File: src/design/scms_defines.vh
/*
 Constants for the stop control and power mode status register block.
 Assumes inclusion by bare name from design files.
*/
`ifndef SCMS_DEFINES_VH
`define SCMS_DEFINES_VH

`define SCMS_ADDR_W 4
`define SCMS_OFF_STOP_FINE 4'h2
`define SCMS_OFF_MODE_STATE 4'h3
`define SCMS_OFF_MODE_REQ 4'h4

`define SCMS_POS_DET_OFF 5
`define SCMS_STOP_FINE_RESET 8'h00
`define SCMS_STOP_FINE_WMASK 8'hE7

`define SCMS_SEL_NORMAL_HALT 3'h0
`define SCMS_SEL_VLP_HALT 3'h2
`define SCMS_SEL_LL_HALT 3'h3
`define SCMS_SEL_VLL_HALT 3'h4

`define SCMS_SUB_VLL0 3'h0
`define SCMS_SUB_VLL1 3'h1
`define SCMS_SUB_VLL3 3'h7

`define SCMS_PH_NONE 2'h0
`define SCMS_PH_SYS_BUS 2'h1
`define SCMS_PH_SYS_ONLY 2'h2

`define SCMS_ST_RUN 7'h01
`define SCMS_ST_HALT 7'h02
`define SCMS_ST_LP_RUN 7'h04
`define SCMS_ST_LP_WAIT 7'h08
`define SCMS_ST_LP_HALT 7'h10
`define SCMS_ST_LL_HALT 7'h20
`define SCMS_ST_VLL_HALT 7'h40

`define SCMS_MODE_RUN 3'h0
`define SCMS_MODE_HALT 3'h1
`define SCMS_MODE_LP_RUN 3'h2
`define SCMS_MODE_LP_WAIT 3'h3
`define SCMS_MODE_LP_HALT 3'h4
`define SCMS_MODE_LL_HALT 3'h5
`define SCMS_MODE_VLL_HALT 3'h6

`endif

File: src/design/scms_mode_code.v
/*
 Maps a mode number to its one-hot status code.
 Assumes a mode number from the main block.
*/
`timescale 1ns/1ps
`default_nettype none
`include "scms_defines.vh"
module scms_mode_code (
   input wire [2:0] mode,
   output reg [6:0] code
);
   always @* begin
      case (mode)
         `SCMS_MODE_RUN: code = `SCMS_ST_RUN;
         `SCMS_MODE_HALT: code = `SCMS_ST_HALT;
         `SCMS_MODE_LP_RUN: code = `SCMS_ST_LP_RUN;
         `SCMS_MODE_LP_WAIT: code = `SCMS_ST_LP_WAIT;
         `SCMS_MODE_LP_HALT: code = `SCMS_ST_LP_HALT;
         `SCMS_MODE_LL_HALT: code = `SCMS_ST_LL_HALT;
         `SCMS_MODE_VLL_HALT: code = `SCMS_ST_VLL_HALT;
         default: code = `SCMS_ST_RUN;
      endcase
   end
endmodule
`default_nettype wire

File: src/design/scms_stop_control_mode_status.v
/*
 Stop fine control and power mode status registers on Avalon-MM.
 Assumes rst_n is the chip power-on reset that excludes deep wakeup;
 mode completion, debug and the stop kind select come from pins.
*/
// Implementation choice: register access over Avalon-MM.
`timescale 1ns/1ps
`default_nettype none
`include "scms_defines.vh"
module scms_stop_control_mode_status (
   input wire clock,
   input wire rst_n,
   input wire [3:0] address,
   input wire read,
   input wire write,
   input wire [31:0] writedata,
   output reg [31:0] readdata,
   output reg waitrequest,
   input wire [2:0] stop_kind_select,
   input wire [2:0] done_mode,
   input wire mode_done,
   input wire debug_enable,
   output reg reset_detector_off,
   output reg [2:0] leakage_submode_select,
   output reg [1:0] partial_halt_option,
   output reg [2:0] req_stop_kind,
   output reg stop_kind_invalid
);
   localparam [2:0] BUS_IDLE = 3'b001;
   localparam [2:0] BUS_ACK = 3'b010;
   localparam [2:0] BUS_DONE = 3'b100;

   reg [2:0] bus_state;
   reg [2:0] next_bus_state;
   reg [7:0] stop_fine_control;
   reg [6:0] power_mode_state;
   reg [2:0] kind_meta_in;
   wire [2:0] kind_sync;
   wire [2:0] mode_sync;
   wire done_sync;
   wire debug_sync;
   reg done_prev;
   wire [6:0] done_code;
   wire blocked;
   wire is_halt_code;
   wire sub_ok;
   wire kind_ok;

   scms_sync #(.W(8)) u_sync (
      .clock(clock),
      .rst_n(rst_n),
      .async_in({stop_kind_select, done_mode, mode_done, debug_enable}),
      .sync_out({kind_sync, mode_sync, done_sync, debug_sync})
   );

   scms_mode_code u_code (
      .mode(mode_sync),
      .code(done_code)
   );

   always @* begin
      kind_meta_in = kind_sync;
   end

   // Halt and LP halt codes held back under debug or partial halt
   assign is_halt_code = (done_code == `SCMS_ST_HALT) ||
      (done_code == `SCMS_ST_LP_HALT);
   assign blocked = is_halt_code && (debug_sync ||
      (stop_fine_control[7:6] != `SCMS_PH_NONE));
   assign sub_ok = (stop_fine_control[2:0] == `SCMS_SUB_VLL0) ||
      (stop_fine_control[2:0] == `SCMS_SUB_VLL1) ||
      (stop_fine_control[2:0] == `SCMS_SUB_VLL3);
   assign kind_ok = (kind_meta_in == `SCMS_SEL_NORMAL_HALT) ||
      (kind_meta_in == `SCMS_SEL_VLP_HALT) ||
      (kind_meta_in == `SCMS_SEL_LL_HALT) ||
      (kind_meta_in == `SCMS_SEL_VLL_HALT);

   // Bus handshake: one wait cycle, then acknowledge
   always @* begin
      case (bus_state)
         BUS_IDLE: next_bus_state = (read || write) ? BUS_ACK : BUS_IDLE;
         BUS_ACK: next_bus_state = BUS_DONE;
         BUS_DONE: next_bus_state = BUS_IDLE;
         default: next_bus_state = BUS_IDLE;
      endcase
   end

   always @(posedge clock or negedge rst_n) begin
      if (!rst_n) begin
         bus_state <= BUS_IDLE;
         waitrequest <= 1'b1;
         readdata <= 32'h0000_0000;
      end else begin
         bus_state <= next_bus_state;
         waitrequest <= !(next_bus_state == BUS_ACK);
         if (next_bus_state == BUS_ACK && read) begin
            case (address)
               `SCMS_OFF_STOP_FINE:
                  readdata <= {24'h00_0000, stop_fine_control};
               `SCMS_OFF_MODE_STATE:
                  readdata <= {25'h000_0000, power_mode_state};
               `SCMS_OFF_MODE_REQ:
                  readdata <= {28'h000_0000, stop_kind_invalid,
                     req_stop_kind};
               default: readdata <= 32'h0000_0000;
            endcase
         end else begin
            readdata <= 32'h0000_0000;
         end
      end
   end

   // Register writes and status tracking
   always @(posedge clock or negedge rst_n) begin
      if (!rst_n) begin
         stop_fine_control <= `SCMS_STOP_FINE_RESET;
         power_mode_state <= `SCMS_ST_RUN;
         done_prev <= 1'b0;
      end else begin
         done_prev <= done_sync;
         if (bus_state == BUS_ACK && write &&
            address == `SCMS_OFF_STOP_FINE) begin
            // Bits four and three never stored
            stop_fine_control <= writedata[7:0] &
               `SCMS_STOP_FINE_WMASK;
         end
         if (done_sync && !done_prev && !blocked) begin
            power_mode_state <= done_code;
         end
      end
   end

   // Control outputs, registered
   always @(posedge clock or negedge rst_n) begin
      if (!rst_n) begin
         reset_detector_off <= 1'b0;
         leakage_submode_select <= `SCMS_SUB_VLL0;
         partial_halt_option <= `SCMS_PH_NONE;
         req_stop_kind <= `SCMS_SEL_NORMAL_HALT;
         stop_kind_invalid <= 1'b0;
      end else begin
         // Detector off only in the deepest submode
         reset_detector_off <= stop_fine_control[`SCMS_POS_DET_OFF] &&
            (kind_meta_in == `SCMS_SEL_VLL_HALT) &&
            (stop_fine_control[2:0] == `SCMS_SUB_VLL0);
         leakage_submode_select <= stop_fine_control[2:0];
         // Partial option only applies to normal halt
         partial_halt_option <= (kind_meta_in == `SCMS_SEL_NORMAL_HALT &&
            stop_fine_control[7:6] != 2'h3) ?
            stop_fine_control[7:6] : `SCMS_PH_NONE;
         req_stop_kind <= kind_meta_in;
         stop_kind_invalid <= !kind_ok ||
            ((kind_meta_in == `SCMS_SEL_VLL_HALT) && !sub_ok);
      end
   end
endmodule
`default_nettype wire

File: src/design/scms_sync.v
/*
 Two flip-flop synchroniser for a bus of level inputs.
 Assumes inputs asynchronous to clock.
*/
`timescale 1ns/1ps
`default_nettype none
module scms_sync #(
   parameter W = 1
) (
   input wire clock,
   input wire rst_n,
   input wire [W-1:0] async_in,
   output reg [W-1:0] sync_out
);
   reg [W-1:0] meta;
   always @(posedge clock or negedge rst_n) begin
      if (!rst_n) begin
         meta <= {W{1'b0}};
         sync_out <= {W{1'b0}};
      end else begin
         meta <= async_in;
         sync_out <= meta;
      end
   end
endmodule
`default_nettype wire

File: config.mk
export PLATFORM = sky130hd
export DESIGN_NAME = scms_stop_control_mode_status
export DESIGN_NICKNAME = d
export VERILOG_FILES = /design/src/design/scms_mode_code.v /design/src/design/scms_stop_control_mode_status.v /design/src/design/scms_sync.v
export VERILOG_INCLUDE_DIRS = /design/src /design/src/design
export SDC_FILE = /design/constraint.sdc
export NUM_CORES = 1
export LEC_CHECK = 0
export BUFFER_PORTS_ARGS = -buffer_cell sky130_fd_sc_hd__buf_2
export CORE_ASPECT_RATIO = 2
export CORE_MARGIN = 2
export CORE_UTILIZATION = 40
export CTS_CLUSTER_DIAMETER = 40
export DETAILED_ROUTE_END_ITERATION = 8
export PLACE_DENSITY = 0.72
export SLEW_MARGIN = 10
export SYNTH_ARGS = -nofsm -noshare
export SYNTH_HDL_FRONTEND = slang
export SYNTH_SLANG_ARGS = --single-unit
File: constraint.sdc
create_clock -name clock -period 2.5 [get_ports clock]
set_clock_uncertainty 0.2 [all_clocks]
set_input_delay 0 -clock clock [delete_from_list [all_inputs] [get_ports clock]]
set_output_delay 0 -clock clock [all_outputs]
set_load 0.02 [all_outputs]
==> results.py <==
metrics = {
    "power_and_ir_drop": {
        "switching_share": 0.255,
        "netSwitchingPower_mw": 0.502,
        "leakagePower_nw": 1.35,
        "power.total_mw": 1.97,
        "p_clk_frac": 0.309,
        "p_int_mw": 1.47,
        "max-vdd-ir-drop_uv": 463,
        "pwr-share-comb": 0.172,
        "powerDensity_nw_per_um2": 742,
        "p_seq_frac": 0.519,
    },
    "detailed_routing": {
        "avgViaCountPerCell": 4.69,
        "routed_wl_um": 3640,
        "drtIter0Drc": 7,
        "wl_per_cell_um": 12.8,
        "dr.pass1.iters": 3,
        "antenna_left": 0,
        "vias": 1331,
        "drcViolationCount": 0,
    },
    "critical_path": {
        "path_cells": "dlygate4sd3_1 -> buf_2 -> nor4b_4 -> nand3_4 -> mux2_1 -> dlygate4sd3_1",
        "path_max_fanout": 6,
        "critical_path_class": "primary input to flip-flop",
        "crit_buf_inv": 3,
        "max_stage_delay_ps": 550,
        "path_delay_family": "buffers and inverters",
        "crit_top_cell": "dlygate4sd3_1",
        "crit_required_ps": 2490,
        "worstSetupStartpointType": "primary input",
        "end_kind": "flip-flop",
        "arrival_ps": 2190,
        "slowest_stage": "dlygate4sd3_1",
    },
    "timing": {
        "finalHoldViolations": 0,
        "rsz0062_at_grt": "false",
        "setup_violations": 0,
        "worst_pin_slew_ps": 641,
        "fmax_mhz": 454,
        "slew-limit-headroom": 0.573,
        "drv_slew": 0,
        "min_period_ps": 2200,
        "whs_ps": 29.3,
        "tns_ps": 0,
        "period_share": 0.881,
    },
    "floorplan": {
        "die_y_um": 106,
        "fp.dieW_um": 55.2,
        "core_area_um2": 5090,
        "placementRows": 37,
        "die-area_um2": 5870,
        "start_util": 0.412,
        "io_pins": 91,
    },
    "grt": {
        "grt-ovfl-total": 0,
        "antenna_found_initial": 0,
        "grt_usage": 0.131,
        "grt_max_degree": 53,
        "grt_pass1_vias": 1322,
        "grt_pass1_wl_um": 5900,
    },
    "layout": {
        "final_util": 0.522,
        "final_common_cell": "dfrtp_1",
        "drive_above_1_share": 0.292,
        "final_cell_mix": "dfrtp_1, buf_2, dlygate4sd3_1",
        "final_area_um2": 2660,
        "nets": 273,
        "fillCellCount": 479,
        "antennaDiodeCount": 0,
        "final-seq-area_um2": 1310,
        "multi_input_area_um2": 668,
        "area_growth_pct": 26.7,
    },
    "yosys": {
        "synth_compound_area_frac": 0.0632,
        "synth-adder-area-share": 0,
        "synth_xor_area_frac": 0.00418,
        "synth_top_family_by_area": "simple AND/OR/NAND/NOR gates",
        "synth_area_leaders": "dfrtp_1, buf_4, mux2_2, dfstp_2, and3b_1",
        "yosysTopAreaCell": "dfrtp_1",
        "muxShareOfSynthArea": 0.0531,
        "yosys_warnings": 0,
        "syn_area_um2": 2100,
        "syn_avg_cell_area_um2": 13.5,
        "ys_types": 37,
        "synth_top_area_frac": 0.585,
        "synthSimpleGateAreaFrac": 0.155,
        "ys_seq_area_frac": 0.622,
        "ys_ff_latch": 52,
        "syn_inst": 155,
    },
    "min_path": {
        "min_path_type": "primary input to flip-flop",
    },
    "clock_network": {
        "tritoncts": "done",
        "clock_latency_ps": 300,
        "cts_num_sinks": 52,
        "htree_num_levels": 2,
        "path_clk_slew_ps": 90,
        "clk_path_buf_depth": 2,
        "cts-root-buf": "clkbuf_8",
        "numCtsBuffers": 5,
        "postCtsSetupRepairBufs": 0,
    },
    "placed_design": {
        "portBuffers": 40,
        "placed_area_um2": 2260,
        "gp_congestion": 0.772,
        "dp_hpwl_um": 2500,
    },
    "run_status": {
        "status": "completed",
    },
    "job": {
        "maxCapViolCount": 0,
    },
}
[routing by layer]
metal	part of all wire	routed length (µm)	GRT usage
met5	0	0	0
met1	0.34	1250	0.123
met2	0.56	2040	0.242
met3	0.049	178	0.0219
met4	0.047	171	0.103
[flip-flops by register name (all words and copies together), names as in the netlist]
name,cells
readdata,8
u_sync.meta,8
u_sync.sync_out,8
power_mode_state,7
stop_fine_control,6
bus_state,3
leakage_submode_select,3
req_stop_kind,3
partial_halt_option,2
done_prev,1
reset_detector_off,1
stop_kind_invalid,1
waitrequest,1
[cell usage after synthesis]
cell type,count
inv_1,2
o31ai_4,1
nor2_1,6
a21oi_1,3
nor3_1,3
o21a_1,1
nand3b_1,1
and3b_1,6
a21o_1,1
a32o_1,1
nor4_1,1
conb_1,1
nand3_4,1
and3_1,3
nor2b_1,4
o21ai_0,5
nor4b_4,1
dfstp_2,3
o211ai_1,1
a22oi_1,2
and4bb_2,2
mux2_1,1
nand3_1,1
mux2_2,8
buf_4,26
and4bb_1,1
or3_1,2
nor3b_1,5
a31oi_1,1
clkbuf_1,2
mux2i_1,1
and4b_1,1
xnor2_1,1
nor3b_4,1
dfrtp_1,49
a22o_1,2
nand2_1,4
[power groups by stage]
stage,combinational [mW],clock [mW],sequential [mW]
3_3_place_gp,0.264,0,1.03
2_1_floorplan,0.187,0,1.05
3_5_place_dp,0.271,0,1.04
5_1_grt,0.369,0.664,1.03
6_report,0.339,0.610,1.02
4_1_cts,0.341,0.629,1.02
[worst reg2reg max path, delay by kind of cell, from the launching register on]
kind / cells / cell delay (ps)
buffers and inverters: 1 / 570
AOI/OAI and AO/OA: 1 / 210
DFF: 1 / 570
and+or+nand+nor: 2 / 510
[metrics by stage]
step,std cells,setup WS [ps]
after floorplan,178,888
after global placement,249,808
after detailed placement,249,774
after CTS,284,309
after global routing,284,235
final,284,298
[path summary, 6_finish.rpt]
kind                           startpoint                endpoint  slack [ps]  cells past startpoint
setup reg to reg             bus_state[0]             readdata[3]         380                      4
setup / recovery               address[0]    stop_fine_control[6]         300                      6
max in group asynchronous           rst_n  partial_halt_option[1]        1530                      3
hold reg to reg            u_sync.meta[6]      u_sync.sync_out[6]         150                      0
hold / removal                 address[1]             readdata[7]          30                      3
min in group asynchronous           rst_n            bus_state[1]         130                      3
[final cells by class]
| cell class | count | share of cell area |
|---|---|---|
| Clock buffer | 7 | 0.0363 |
| Clock inverter | 1 | 0.0113 |
| Inverter | 2 | 0.00282 |
| Multi-Input combinational cell | 96 | 0.251 |
| Sequential cell | 52 | 0.491 |
| Tap cell | 58 | 0.0273 |
| Timing Repair Buffer | 68 | 0.180 |
[cell families after synthesis]
logic type | after synthesis
AO/OA/AOI/OAI | 18
XOR/XNOR | 1
buffers and inverters | 30
flip-flops | 52
multiplexers | 10
other | 1
AND/OR/NAND/NOR | 43
[what timing repair did]
item | CTS | global route
resized for setup | 0 | 0
endpoints found under the hold margin | 76 | 0
hold buffers | 27 | 0
No activity file was read; power rests on OpenSTA's default activity.
